[config.mk]
export PLATFORM = sky130hd
export DESIGN_NAME = cpps_regs
export DESIGN_NICKNAME = d
export VERILOG_FILES = /design/src/design/cpps_pkg.sv /design/src/design/cpps_dec_if.sv /design/src/design/cpps_decode.sv /design/src/design/cpps_regs.sv
export SDC_FILE = /design/constraint.sdc
export NUM_CORES = 1
export LEC_CHECK = 0
export BUFFER_PORTS_ARGS = -buffer_cell sky130_fd_sc_hd__buf_2
export CAP_MARGIN = 20
export CORE_AREA = 2 2 73 75
export CTS_CLUSTER_DIAMETER = 60
export DETAILED_ROUTE_END_ITERATION = 16
export DIE_AREA = 0 0 75 77
export GPL_TIMING_DRIVEN = 0
export PLACE_DENSITY = 0.7
export SLEW_MARGIN = 10
export SYNTH_ARGS = -nofsm -noshare
export SYNTH_HDL_FRONTEND = slang
export SYNTH_SLANG_ARGS = --single-unit
[constraint.sdc]
create_clock -name clk -period 1.8 [get_ports clk]
set_input_delay 0.18 -clock clk [delete_from_list [all_inputs] [get_ports clk]]
set_output_delay 0.18 -clock clk [all_outputs]
set_load 0.03 [all_outputs]
[src/design/cpps_pkg.sv]
// constants, types and helpers for the serial power and pin function registers
// assumes an 8-bit index/data configuration port and a 16-bit host address bus
package cpps_pkg;

  ////////////////////////////////////////////////////////////////////////////////
  // register indices loaded into the configuration index register
  localparam logic [7:0]  IDX_SERIAL_POWER   = 8'h02;
  localparam logic [7:0]  IDX_PIN_FUNCTION   = 8'h03;

  // power-up values; the pin function value is kept as printed, the 8-bit image
  // is taken from bits 10:3 so that every documented field default holds
  localparam logic [7:0]  SERIAL_POWER_RST   = 8'h88;
  localparam logic [11:0] PIN_FUNCTION_DOC   = 12'h780;
  localparam logic [7:0]  PIN_FUNCTION_RST   = PIN_FUNCTION_DOC[10:3];

  // serial power fields
  localparam int          SP_PRIMARY_BIT     = 3;
  localparam int          SP_SECONDARY_BIT   = 7;
  localparam logic [7:0]  SP_USED_MASK       = 8'h88;

  // pin function fields
  localparam int          PF_GAME_BIT        = 0;
  localparam int          PF_ENH2_BIT        = 1;
  localparam int          PF_ALTSEL_BIT      = 2;
  localparam int          PF_DENS_BIT        = 4;
  localparam int          PF_ENC_BIT         = 5;
  localparam int          PF_IDENT_BIT       = 6;
  localparam int          PF_SHARE_BIT       = 7;
  localparam logic [7:0]  PF_USED_MASK       = 8'hf7;

  // host decode
  localparam logic [15:0] BASE_VALID_MIN     = 16'h0100;
  localparam int          SERIAL_SPAN_LOG2   = 3;

  ////////////////////////////////////////////////////////////////////////////////
  // floppy interface modes, in identity/encoding bit order
  typedef enum logic [1:0] {
    CPPS_FDD_LEGACY3,
    CPPS_FDD_COMPAT2,
    CPPS_FDD_RESERVED,
    CPPS_FDD_AT
  } cpps_fdd_mode_t;

  // a base below the threshold switches host decoding off
  function automatic logic cpps_base_valid(input logic [15:0] base);
    return base >= BASE_VALID_MIN;
  endfunction

  // register access needs configuration mode and a matching index
  function automatic logic cpps_access_ok(input logic       cfgMode,
                                          input logic [7:0] idx,
                                          input logic [7:0] target);
    return cfgMode && (idx == target);
  endfunction

endpackage

[src/design/cpps_dec_if.sv]
// carrier between the register block and its address range decoder
// assumes one instance per serial logical device
`timescale 1ns/1ps
interface cpps_dec_if;
  logic [15:0] base;
  logic [15:0] addr;
  logic        hit;
  logic        active;

  // register block side
  modport owner (output base, output addr, input hit, input active);
  // decoder side
  modport dec (input base, input addr, output hit, output active);
endinterface

[src/design/cpps_decode.sv]
// address range decoder for one serial logical device
// assumes the base comes from the device's base address register outside
`timescale 1ns/1ps
module cpps_decode (
  // clock, reset and enable
  input  wire logic clk,
  input  wire logic sys_rst,
  input  wire logic ce,
  // decode carrier
  cpps_dec_if.dec   dif
);
  import cpps_pkg::*;

  logic activeD;
  logic activeQ;
  logic hitD;
  logic hitQ;

  ////////////////////////////////////////////////////////////////////////////////
  // decode ignores power state; only a low base switches it off
  always_comb begin
    activeD = cpps_base_valid(dif.base);
    hitD    = activeD && (dif.addr[15:SERIAL_SPAN_LOG2] == dif.base[15:SERIAL_SPAN_LOG2]);
  end

  // registered results
  always_ff @(posedge clk) begin
    if (sys_rst) begin
      activeQ <= 1'b0;
      hitQ    <= 1'b0;
    end else if (ce) begin
      activeQ <= activeD;
      hitQ    <= hitD;
    end
  end

  assign dif.active = activeQ;
  assign dif.hit    = hitQ;
endmodule

[src/design/cpps_regs.sv]
// serial power and pin function configuration registers with their pin muxes
// assumes a configuration port (mode flag, index and data strobes) on clk,
// sys_rst is the power-up reset and hostReset the chip's hardware reset
`timescale 1ns/1ps
module cpps_regs (
  // clock, resets and enable
  input  wire logic                 clk,
  input  wire logic                 sys_rst,
  input  wire logic                 hostReset,
  input  wire logic                 ce,
  // configuration port
  input  wire logic                 cfgMode,
  input  wire logic                 idxWr,
  input  wire logic                 dataWr,
  input  wire logic                 dataRd,
  input  wire logic [7:0]           wrData,
  output logic      [7:0]           rdData,
  output logic                      rdValid,
  // host decode
  input  wire logic [15:0]          hostAddr,
  input  wire logic [15:0]          primaryBase,
  input  wire logic [15:0]          secondaryBase,
  output logic                      primaryAddrHit,
  output logic                      secondaryAddrHit,
  output logic                      primaryRangeActive,
  output logic                      secondaryRangeActive,
  // serial port power
  output logic                      primarySerialRun,
  output logic                      secondarySerialRun,
  // floppy modes
  output logic                      enhancedFloppyMode2,
  output cpps_pkg::cpps_fdd_mode_t  floppyIfMode,
  // power good / game select pin
  input  wire logic                 powerGoodInput,
  input  wire logic                 gameSelReq,
  output logic                      chipPowerGood,
  output logic                      gamePortSelectOutN,
  output logic                      gamePortSelectOeN,
  // density select pin
  input  wire logic                 densityReq,
  output logic                      densitySelectOutB,
  // shared second-drive / address / interrupt pin
  input  wire logic                 secondDrivePresentIn,
  input  wire logic                 extraAddrReq,
  input  wire logic                 auxIrqReq,
  output logic                      secondDrivePresent,
  output logic                      sharedPinOut,
  output logic                      sharedPinOeN
);
  import cpps_pkg::*;

  logic [7:0]     configIndexD;
  logic [7:0]     configIndexQ;
  logic [7:0]     serialPowerD;
  logic [7:0]     serialPowerQ;
  logic [7:0]     pinFunctionD;
  logic [7:0]     pinFunctionQ;
  logic [7:0]     rdDataD;
  logic [7:0]     rdDataQ;
  logic           rdValidD;
  logic           rdValidQ;
  logic           spAccess;
  logic           pfAccess;
  cpps_fdd_mode_t fddModeD;
  cpps_fdd_mode_t fddModeQ;
  logic [8:0]     pinD;
  logic [8:0]     pinQ;

  ////////////////////////////////////////////////////////////////////////////////
  // index register follows the hardware reset; the config registers do not
  always_comb begin
    configIndexD = configIndexQ;
    if (hostReset) begin
      configIndexD = 8'h00;
    end else if (cfgMode && idxWr) begin
      configIndexD = wrData;
    end
  end

  always_ff @(posedge clk) begin
    if (sys_rst) begin
      configIndexQ <= 8'h00;
    end else if (ce) begin
      configIndexQ <= configIndexD;
    end
  end

  ////////////////////////////////////////////////////////////////////////////////
  // register writes; reserved bits are never stored
  always_comb begin
    spAccess     = cpps_access_ok(cfgMode, configIndexQ, IDX_SERIAL_POWER);
    pfAccess     = cpps_access_ok(cfgMode, configIndexQ, IDX_PIN_FUNCTION);
    serialPowerD = serialPowerQ;
    pinFunctionD = pinFunctionQ;
    if (dataWr && !idxWr && spAccess) begin
      serialPowerD = wrData & SP_USED_MASK;
    end
    if (dataWr && !idxWr && pfAccess) begin
      pinFunctionD = wrData & PF_USED_MASK;
    end
  end

  // only the power-up reset restores defaults
  always_ff @(posedge clk) begin
    if (sys_rst) begin
      serialPowerQ <= SERIAL_POWER_RST;
      pinFunctionQ <= PIN_FUNCTION_RST;
    end else if (ce) begin
      serialPowerQ <= serialPowerD;
      pinFunctionQ <= pinFunctionD;
    end
  end

  ////////////////////////////////////////////////////////////////////////////////
  // reads answer one cycle later; a refused read returns zero
  always_comb begin
    rdValidD = dataRd && !idxWr;
    rdDataD  = 8'h00;
    if (dataRd && spAccess) begin
      rdDataD = serialPowerQ;
    end else if (dataRd && pfAccess) begin
      rdDataD = pinFunctionQ;
    end
  end

  always_ff @(posedge clk) begin
    if (sys_rst) begin
      rdDataQ  <= 8'h00;
      rdValidQ <= 1'b0;
    end else if (ce) begin
      rdDataQ  <= rdDataD;
      rdValidQ <= rdValidD;
    end
  end

  assign rdData  = rdDataQ;
  assign rdValid = rdValidQ;

  ////////////////////////////////////////////////////////////////////////////////
  // floppy interface mode from identity and encoding bits
  always_comb begin
    case ({pinFunctionQ[PF_IDENT_BIT], pinFunctionQ[PF_ENC_BIT]})
      2'b11:   fddModeD = CPPS_FDD_AT;
      2'b10:   fddModeD = CPPS_FDD_RESERVED;
      2'b01:   fddModeD = CPPS_FDD_COMPAT2;
      2'b00:   fddModeD = CPPS_FDD_LEGACY3;
      default: fddModeD = CPPS_FDD_AT;
    endcase
  end

  always_ff @(posedge clk) begin
    if (sys_rst) begin
      fddModeQ <= CPPS_FDD_AT;
    end else if (ce) begin
      fddModeQ <= fddModeD;
    end
  end

  assign floppyIfMode = fddModeQ;

  ////////////////////////////////////////////////////////////////////////////////
  // pin and enable muxes, packed as
  // {priRun, secRun, enh2, pwrGood, gameN, gameOeN, dens, second_drive_present_in, shared}
  // shared pin enable is kept apart below through sharedOeN
  logic sharedOeND;
  logic sharedOeNQ;

  always_comb begin
    pinD[8] = serialPowerQ[SP_PRIMARY_BIT];
    pinD[7] = serialPowerQ[SP_SECONDARY_BIT];
    pinD[6] = pinFunctionQ[PF_ENH2_BIT];
    // shared power-good / game select pin
    if (pinFunctionQ[PF_GAME_BIT]) begin
      pinD[5] = 1'b1;
      pinD[4] = ~gameSelReq;
      pinD[3] = 1'b0;
    end else begin
      pinD[5] = powerGoodInput;
      pinD[4] = 1'b1;
      pinD[3] = 1'b1;
    end
    pinD[2] = pinFunctionQ[PF_DENS_BIT] ? 1'b1 : densityReq;
    // shared second-drive / address / interrupt pin
    if (!pinFunctionQ[PF_SHARE_BIT]) begin
      pinD[1]    = secondDrivePresentIn;
      pinD[0]    = 1'b0;
      sharedOeND = 1'b1;
    end else begin
      pinD[1]    = 1'b0;
      pinD[0]    = pinFunctionQ[PF_ALTSEL_BIT] ? auxIrqReq : extraAddrReq;
      sharedOeND = 1'b0;
    end
  end

  always_ff @(posedge clk) begin
    if (sys_rst) begin
      pinQ       <= 9'h1bc;
      sharedOeNQ <= 1'b0;
    end else if (ce) begin
      pinQ       <= pinD;
      sharedOeNQ <= sharedOeND;
    end
  end

  assign primarySerialRun   = pinQ[8];
  assign secondarySerialRun = pinQ[7];
  assign enhancedFloppyMode2 = pinQ[6];
  assign chipPowerGood      = pinQ[5];
  assign gamePortSelectOutN = pinQ[4];
  assign gamePortSelectOeN  = pinQ[3];
  assign densitySelectOutB  = pinQ[2];
  assign secondDrivePresent = pinQ[1];
  assign sharedPinOut       = pinQ[0];
  assign sharedPinOeN       = sharedOeNQ;

  ////////////////////////////////////////////////////////////////////////////////
  // address decoders run regardless of serial power state
  cpps_dec_if priDif ();
  cpps_dec_if secDif ();

  assign priDif.base = primaryBase;
  assign priDif.addr = hostAddr;
  assign secDif.base = secondaryBase;
  assign secDif.addr = hostAddr;

  cpps_decode uPriDec (
    .clk     (clk),
    .sys_rst (sys_rst),
    .ce      (ce),
    .dif     (priDif)
  );

  cpps_decode uSecDec (
    .clk     (clk),
    .sys_rst (sys_rst),
    .ce      (ce),
    .dif     (secDif)
  );

  assign primaryAddrHit       = priDif.hit;
  assign secondaryAddrHit     = secDif.hit;
  assign primaryRangeActive   = priDif.active;
  assign secondaryRangeActive = secDif.active;
endmodule

==> results.yml, run 1 <==
outcome:
  status: "finished clean"
synthesis:
  yosysSeqAreaShare_pct: 43.0
  ys_ff_latch: 42
  syn_inst: 208
  synth.net_count: 278
  async_flop_share_pct: 0
  yosysWarnings: 0
  ys_types: 35
  synth-edff-count: 0
  synth_ff_type: "dfxtp_1"
  synthesis.area_um2: 1960
  synth.avg_cell_area_um2: 9.40
setup_path:
  crit_path_max_fanout: 10
  timing.critical_path.required_ns: 1.99
  worstSetupStartpointType: "flop"
  rrSetupSlack_ns: 0.38
  rr_worst_depth: 4
  worstSetupPathType: "reg2reg"
  cp_slowest_stage_delay_ns: 0.34
  critPathArrivalTime_ns: 1.61
  slowest_stage: "dfxtp_1"
  r2r_start: "configIndexQ[5]$_SDFFE_PP0P_"
  crit_chain: "nor4b_4 > nand4_1 > buf_6 > a211o_1"
  rr_endpoint: "pinFunctionQ[5]$_SDFFE_PP1P_"
  end_kind: "flop"
placement:
  io_buffers: 84
  dp_hpwl_um: 4000
  gp_congestion: 0.854
worst_hold_path:
  holdCritStartpoint: "powerGoodInput"
  hold_depth: 3
  holdPathEnd: "pinQ[5]$_SDFFE_PP1P_"
  hold_path.class: "in2reg"
floorplanning:
  die_x_um: 75
  fp-row-count: 26
  core_um2: 4980
  die_area_um2: 5780
  die_height_um: 77
  start_util_pct: 39.3
  ios: 95
sta:
  relSlewSlack_pct: 67.5
  tightestPinTransition_ns: 0.488
  min_period_ns: 1.42
  report.final.slew_viol_count: 0
  clock_skew_ns: 0.00819
  setup_viol: 0
  rsz0062_at_grt: "no"
  holdWs_ns: 0.117
  final-hold-violation-count: 0
  max_freq_ghz: 0.702
  min_period_over_period_pct: 79.1
  finalSetupTns_ns: 0
drt:
  drt_iter0_drc: 85
  routed_wl_um: 5020
  ant_nets: 0
  dr.pass1.iters: 4
  vias_per_cell: 4.85
  wl_per_cell_um: 13.6
  drc: 0
  vias: 1796
grt:
  grt_pass1_vias: 1748
  antenna_found_initial: 0
  grt_usage_pct: 18.4
  grt_max_degree: 13
  grt-ovfl-total: 0
  grt_pass1_wl_um: 8160
cells_and_area:
  drive_gt1_share_pct: 35.7
  multi_input_area_um2: 1040
  nNetsFinal: 369
  regArea_um2: 841
  syn2layout_area_growth_pct: 31.6
  fillers: 530
  diodes: 0
clock_network:
  clkTransAtPathRegs_ns: 0.08
  insertion_delay_ns: 0.30
  cts-buffers-inserted: 5
  cts_max_path_buffers: 2
  cts_num_sinks: 42
  postCtsSetupBuffers: 0
  cts_resized: 0
  root_buffer: "clkbuf_8"
  ctsHoldBuffers: 0
  ctsHtreeMaxLevel: 2
  cts_tree: "yes"
pwr:
  p_total_mw: 1.94
  p_leak_nw: 1.21
  ir_worst_vdd_mv: 0.422
  power_density_nw_per_um2: 753
job:
  maxCapViolCount: 0
## metal layers
metal | wire length [µm] | up-vias | part of all wire [%] | GRT usage, %
li1 | - | 910 | - | -
met1 | 2300 | 840 | 46 | 24.4
met4 | 85 | 0 | 1.7 | 6.96
met3 | 184 | 7 | 3.7 | 3.68
met2 | 2450 | 39 | 49 | 28.9
met5 | 0 | - | 0 | 0
## cell usage after synthesis, drive strengths merged (2+ instances only)
cell type | n | area, µm²
inv | 5 | 18.8
nor2 | 29 | 109
nand3 | 5 | 25.0
mux2i | 11 | 110
a21oi | 8 | 40.0
nand2b | 4 | 25.0
a22o | 6 | 60.1
dfxtp | 42 | 841
o21ai | 2 | 10.0
and2 | 5 | 31.3
clkbuf | 5 | 18.8
nand2 | 10 | 40.0
nor4b | 3 | 56.3
buf | 5 | 35.0
nor2b | 5 | 31.3
nor4 | 10 | 62.6
a211o | 10 | 87.6
a211oi | 2 | 15.0
xor2 | 26 | 228
a311oi | 2 | 17.5
nand4 | 4 | 25.0
## logic make-up (layout without fill, tap and decap cells)
kind of cell | Yosys count | in the layout | synth area share (%)
XOR/XNOR | 26 | 26 | 11.6
flip-flops | 42 | 42 | 43.0
multiplexers | 12 | 12 | 6.21
buffers and inverters | 16 | 108 | 3.90
AO/OA/AOI/OAI | 33 | 33 | 12.8
AND/OR/NAND/NOR | 79 | 79 | 22.5
## state kept, by name, summed over array words and instances (netlist names), 2 cells and up
name	count
serialPowerQ	2
pinFunctionQ	7
floppyIfMode	2
pinQ	9
rdData	8
configIndexQ	8
## how the worst max path moves through the flow
stage	startpoint	cells past startpoint	slack, ns	endpoint
after floorplan	configIndexQ[2]$_SDFFE_PP0P_	4	0.48	pinFunctionQ[4]$_SDFFE_PP1P_
after global placement	configIndexQ[5]$_SDFFE_PP0P_	4	0.40	pinFunctionQ[5]$_SDFFE_PP1P_
after detailed placement	configIndexQ[5]$_SDFFE_PP0P_	4	0.39	pinFunctionQ[5]$_SDFFE_PP1P_
after CTS	configIndexQ[5]$_SDFFE_PP0P_	4	0.37	pinFunctionQ[5]$_SDFFE_PP1P_
after global routing	configIndexQ[2]$_SDFFE_PP0P_	4	0.32	pinFunctionQ[4]$_SDFFE_PP1P_
final	configIndexQ[5]$_SDFFE_PP0P_	4	0.38	pinFunctionQ[5]$_SDFFE_PP1P_
## report_power, final
group / internal [mW] / total (mW) / switching, mW / leakage [nW]
logic: 0.123 / 0.279 / 0.156 / 0.807
clock network: 0.387 / 0.700 / 0.313 / 0.0575
registers: 0.947 / 0.959 / 0.0118 / 0.341
total: 1.46 / 1.94 / 0.481 / 1.21
## worst max-delay path: cells and delay by family (launching register included)
kind,cells,cell delay (ns)
compound gates,1,0.28
flops,1,0.34
buf+inv,1,0.18
simple gates,2,0.51
## area by class of cell
cell class,count,area share [%]
tap,70,3.40
buffer,10,2.09
sequential,42,32.7
timing repair buffer,84,16.3
clock buffer,8,4.28
multi-input combinational,150,40.4
inverter,6,0.875
## through the flow
stage / area, µm² / cells / setup WS [ns] / utilization [%]
finish: 2570 / 370 / 0.376 / 51.7
global route: 2570 / 370 / 0.316 / 51.7
CTS: 2570 / 370 / 0.371 / 51.7
detailed placement: 2460 / 362 / 0.387 / 49.5
global placement: 2460 / 362 / 0.402 / 49.5
floorplan: 1960 / 208 / 0.476 / -
## cell usage in the layout, fill, tap and decap left out, types with 4 or more instances in the layout
cell and n:
nand3_1 5, nand4_1 4, clkbuf_8 8, a211o_1 10, xor2_1 26, a21oi_1 8
nor2b_1 5, buf_2 85, and2_1 5, dfxtp_1 42, clkbuf_1 5, nor4_1 10
nand2b_1 4, a22o_2 6, inv_1 5, mux2i_1 11, nand2_1 9, nor2_1 29
Power figures use the tool's default switching activity.
==> inputs of run 2 (changes only) <==
Clock period 1.8 ns to 1.4 ns, I/O delays scaled along.
==> results.yml, run 2 (synthesized netlist as in run 1, its figures left out) <==
outcome:
  violations: "negative setup slack"
  status: "complete, but fails checks"
cells_and_area:
  diodes: 0
  nNetsFinal: 371
  instances_no_fill: 372
  top_register: "pinQ"
  largest_reg_flops: 9
  drive_gt1_share_pct: 37.1
  post-route-cell-area_um2: 2640
  fillers: 515
  final_common_cell: "buf_2"
  syn2layout_area_growth_pct: 35.1
  mostFrequentLayoutCells: "85 x buf_2, 39 x dfxtp_1, 29 x nor2_1"
setup_path:
  path_depth: 4
  crit_path_max_fanout: 10
  rrSetupSlack_ns: -0.03
  worst-path-buf-inv: 1
  slowest_stage: "dfxtp_2"
  cp_slowest_stage_delay_ns: 0.34
  worstSetupStartpointType: "flop"
  end_kind: "flop"
  crit_end: "pinFunctionQ[4]$_SDFFE_PP1P_"
  worstSetupPathType: "reg2reg"
  r2r_start: "configIndexQ[2]$_SDFFE_PP0P_"
  crit_family: "simple AND/OR/NAND/NOR gates"
  rr_worst_depth: 4
  rr_endpoint: "pinFunctionQ[4]$_SDFFE_PP1P_"
  timing.critical_path.required_ns: 1.59
  crit_chain: "nor4b_4 > nand4_1 > buf_6 > a211o_1"
  crit_start: "configIndexQ[2]$_SDFFE_PP0P_"
  critPathArrivalTime_ns: 1.62
worst_hold_path:
  holdCritStartpoint: "powerGoodInput"
  hold_path.class: "in2reg"
placement:
  gp_congestion: 0.854
  dpl-instance-area_um2: 2460
  io_buffers: 84
  place_inst: 362
  dp_slack_ns: -0.0130
  dp_hpwl_um: 4000
grt:
  grt_max_degree: 13
  grt_pass1_vias: 1750
  grt-ovfl-total: 0
  grt_pass1_wl_um: 8200
  grt_usage_pct: 18.5
  antenna_found_initial: 0
clock_network:
  insertion_delay_ns: 0.29
  cts-buffers-inserted: 5
  ctsHoldBuffers: 0
  cts_num_sinks: 42
  ctsHtreeMaxLevel: 2
  cts_max_path_buffers: 2
  clkTransAtPathRegs_ns: 0.08
  root_buffer: "clkbuf_8"
  cts_tree: "yes"
drt:
  vias_per_cell: 4.84
  drt_iter0_drc: 97
  ant_nets: 0
  dr.pass1.iters: 5
  drc: 0
  vias: 1801
  routed_wl_um: 5120
  wl_per_cell_um: 13.8
sta:
  report.final.slew_viol_count: 0
  rsz0062_at_grt: "yes"
  setup_viol: 4
  min_period_ns: 1.43
  relSlewSlack_pct: 55.5
  setup_ws_ns: -0.0301
  clock_skew_ns: 0.00672
  tightestPinTransition_ns: 0.665
  max_freq_ghz: 0.699
  min_period_over_period_pct: 102
  holdWs_ns: 0.0789
  final-hold-violation-count: 0
pwr:
  ir_worst_vdd_mv: 0.542
  p_total_mw: 2.49
  p_leak_nw: 1.26
  power_density_nw_per_um2: 945
floorplanning:
  fp-row-count: 26
  ios: 95
  die_area_um2: 5780
  die_x_um: 75
  die_height_um: 77
  start_util_pct: 39.3
  core_um2: 4980
job:
  maxCapViolCount: 0
-- run 2: cell count changes in the layout (fill, tap and decap cells not counted), sizes merged --
| cell | before | now |
|---|---|---|
| buf | 89 | 91 |
-- run 2: repair_timing --
item	in CTS	in global routing
setup endpoints to repair	10	13
pin swaps	1	1
resized for setup	2	8
buffers inserted	2	0
-- run 2: cell type report --
type	instances	area, µm²	area share, %
buffer	10	57.6	2.18
clock buffer	8	110	4.17
inverter	6	22.5	0.853
multi-input combinational	150	1080	41.0
sequential	42	845	32.0
tap	70	87.6	3.32
timing repair buffer	86	435	16.5
-- run 2: worst min-delay path by stage --
stage | endpoint | slack (ns) | cells after the start
after CTS | pinQ[5]$_SDFFE_PP1P_ | 0.07 | 3
after global placement | pinQ[5]$_SDFFE_PP1P_ | 0.37 | 3
after global routing | pinQ[1]$_SDFFE_PP0P_ | 0.08 | 3
after floorplan | pinQ[5]$_SDFFE_PP1P_ | 0.28 | 2
after detailed placement | pinQ[5]$_SDFFE_PP1P_ | 0.38 | 3
final | pinQ[5]$_SDFFE_PP1P_ | 0.08 | 3
-- run 2: stage by stage --
step | TNS (ns) | util (%)
2_1_floorplan | 0 | -
3_5_place_dp | -0.0465 | 49.5
5_1_grt | -0.569 | 53.1
6_report | -0.115 | 53.1
4_1_cts | -0.0485 | 52.1
3_3_place_gp | 0 | 49.5
-- run 2: metal layers --
metal	share of wire (%)	GRT usage, %
met5	0	0
met4	1.7	6.96
met3	4.8	3.68
met2	48	29.0
met1	45	24.5
-- run 2: where the power goes --
group          switching, mW  total [mW]  leakage [nW]  internal [mW]
Sequential            0.0150        1.23         0.343           1.22
Combinational          0.204       0.362         0.857          0.158
Clock                  0.401       0.899        0.0575          0.498
-- run 2: tightest hold or removal path, cell delays in order --
cell      delay [ns]
buf_2           0.08
o22ai_1         0.06
nand2b_1        0.06
==> inputs of run 3 (changes only) <==
Settings changed: CORE_AREA 2 2 73 75 to 2 2 75 77, DIE_AREA 0 0 75 77 to 0 0 77 79, PLACE_DENSITY 0.7 to 0.78, SYNTH_HIERARCHICAL from default to 1.
==> results.yml, run 3 <==
setup_path:
  rr_worst_depth: 4
  rr_endpoint: "pinFunctionQ[0]$_SDFFE_PP0P_"
  critPathArrivalTime_ns: 1.61
  r2r_start: "configIndexQ[6]$_SDFFE_PP0P_"
  rrSetupSlack_ns: 0.01
  worstSetupPathType: "reg2reg"
  end_kind: "flop"
  timing.critical_path.required_ns: 1.62
  crit_path_max_fanout: 7
  worstSetupStartpointType: "flop"
synthesis:
  synth.area.top_cells: "dfxtp_1 41%, xor2_1 11%, mux2i_1 5.4%, nand2_1 3.8%, a21oi_1 3.7%"
  yosysWarnings: 6
  synth-edff-count: 0
  synth.avg_cell_area_um2: 9.17
  async_flop_share_pct: 0
  ys_types: 33
  synth_ff_type: "dfxtp_1"
  yosysTopAreaCell: "dfxtp_1"
  synth_common_cells: "42 x dfxtp_1, 26 x xor2_1, 21 x nand2_1"
  yosysSeqAreaShare_pct: 40.9
  synth.net_count: 294
  ys_ff_latch: 42
  yosysMostFrequentCell: "dfxtp_1"
  netlist.area_leader.share_pct: 40.9
  synthesis.area_um2: 2050
  syn_inst: 224
floorplanning:
  ios: 95
  fp-row-count: 27
  start_util_pct: 38.5
  die_x_um: 77
  core_um2: 5340
  die_area_um2: 6080
  die_height_um: 79
cells_and_area:
  nNetsFinal: 387
  syn2layout_area_growth_pct: 30.8
  post-route-cell-area_um2: 2690
  top_register: "pinQ"
  largest_reg_flops: 9
  mostFrequentLayoutCells: "91 x buf_2, 41 x dfxtp_1, 26 x xor2_1"
  fillers: 539
  diodes: 0
  final_common_cell: "buf_2"
  drive_gt1_share_pct: 35.5
sta:
  clock_skew_ns: 0.00484
  final-hold-violation-count: 0
  max_freq_ghz: 0.721
  report.final.slew_viol_count: 0
  setup_viol: 0
  tightestPinTransition_ns: 0.560
  min_period_over_period_pct: 99.0
  finalSetupTns_ns: 0
  rsz0062_at_grt: "yes"
  holdWs_ns: 0.0883
  min_period_ns: 1.39
  relSlewSlack_pct: 62.6
  setup_ws_ns: 0.0136
clock_network:
  ctsHoldBuffers: 0
  cts-buffers-inserted: 5
  insertion_delay_ns: 0.30
  ctsHtreeMaxLevel: 2
  root_buffer: "clkbuf_8"
  cts_tree: "yes"
  clkTransAtPathRegs_ns: 0.08
  cts_num_sinks: 42
  cts_max_path_buffers: 2
drt:
  ant_nets: 0
  wl_per_cell_um: 14.6
  vias_per_cell: 5.08
  vias: 1983
  dr.pass1.iters: 4
  drc: 0
  routed_wl_um: 5700
  drt_iter0_drc: 106
grt:
  grt_pass1_vias: 1996
  grt_pass1_wl_um: 9270
  antenna_found_initial: 0
  grt-ovfl-total: 0
  grt_max_degree: 14
  grt_usage_pct: 19.2
outcome:
  status: "finished clean"
job:
  maxCapViolCount: 0
pwr:
  p_total_mw: 2.55
  ir_worst_vdd_mv: 0.521
  power_density_nw_per_um2: 947
  p_leak_nw: 1.15
placement:
  dpl-instance-area_um2: 2570
  dp_hpwl_um: 4450
  dp_slack_ns: 0.0265
  io_buffers: 85
  gp_congestion: 0.822
worst_hold_path:
  holdCritStartpoint: "secondDrivePresentIn"
  holdPathEnd: "pinQ[1]$_SDFFE_PP0P_"
  hold_depth: 3
  hold_path.class: "in2reg"
[run 3: layout make-up]
| type | count | area [µm²] | area share (%) |
|---|---|---|---|
| clock inverters | 3 | 40.0 | 1.49 |
| flip-flops and latches | 42 | 842 | 31.3 |
| repair buffers | 86 | 433 | 16.1 |
| well taps | 72 | 90.1 | 3.35 |
| inverters | 3 | 11.3 | 0.419 |
| plain buffers | 11 | 56.3 | 2.09 |
| clock buffers | 5 | 68.8 | 2.56 |
| multi-input cells | 168 | 1150 | 42.6 |
[run 3: repair_timing]
item	CTS	global route
resized for setup	0	1
buffers inserted	0	1
setup endpoints to repair	0	7
[run 3: worst max-delay path: stages (launching register included)]
cell and delay (ns):
dfxtp_2 0.34, nor4b_4 0.36, and4_1 0.27, buf_6 0.16
mux2i_1 0.20
[run 3: report_power, final]
part / internal, mW / total [mW] / switching [mW]
sequential: 1.21 / 1.22 / 0.0111
combinational: 0.161 / 0.385 / 0.223
clock: 0.525 / 0.937 / 0.413
[run 3: worst max path at each step]
stage / startpoint / end / slack [ns] / cells after the start
floorplan: configIndexQ[7]$_SDFFE_PP0P_ / pinFunctionQ[7]$_SDFFE_PP1P_ / 0.19 / 4
global placement: ce / rdData[0]$_SDFFE_PP0P_ / 0.05 / 5
detailed placement: ce / rdData[0]$_SDFFE_PP0P_ / 0.03 / 5
CTS: configIndexQ[4]$_SDFFE_PP0P_ / pinFunctionQ[0]$_SDFFE_PP0P_ / 0.005 / 4
global route: configIndexQ[6]$_SDFFE_PP0P_ / pinFunctionQ[0]$_SDFFE_PP0P_ / -0.07 / 4
finish: configIndexQ[6]$_SDFFE_PP0P_ / pinFunctionQ[0]$_SDFFE_PP0P_ / 0.01 / 4
[run 3: stage by stage]
step	instances	util, %
global placement	381	48.1
floorplan	224	-
CTS	389	50.2
finish	390	50.4
detailed placement	381	48.1
global route	390	50.4
[run 3: cells by family (layout without fill, tap and decap cells)]
| family | after synthesis | in the layout | synth area share, % |
|---|---|---|---|
| flip-flops | 42 | 42 | 40.9 |
| buffers and inverters | 14 | 108 | 3.29 |
| AO/OA/AOI/OAI | 42 | 42 | 11.8 |
| AND/OR/NAND/NOR | 88 | 88 | 27.0 |
| multiplexers | 12 | 12 | 5.91 |
| XOR/XNOR | 26 | 26 | 11.1 |
[run 3: routing by layer]
layer  global-route usage [%]  up-vias  share of wire, %
met5                        0        -                 0
met4                     8.57        0               1.9
met3                     3.41       12               4.0
met2                     34.2       68                52
met1                     22.6      932                42
li1                         -      971                 -
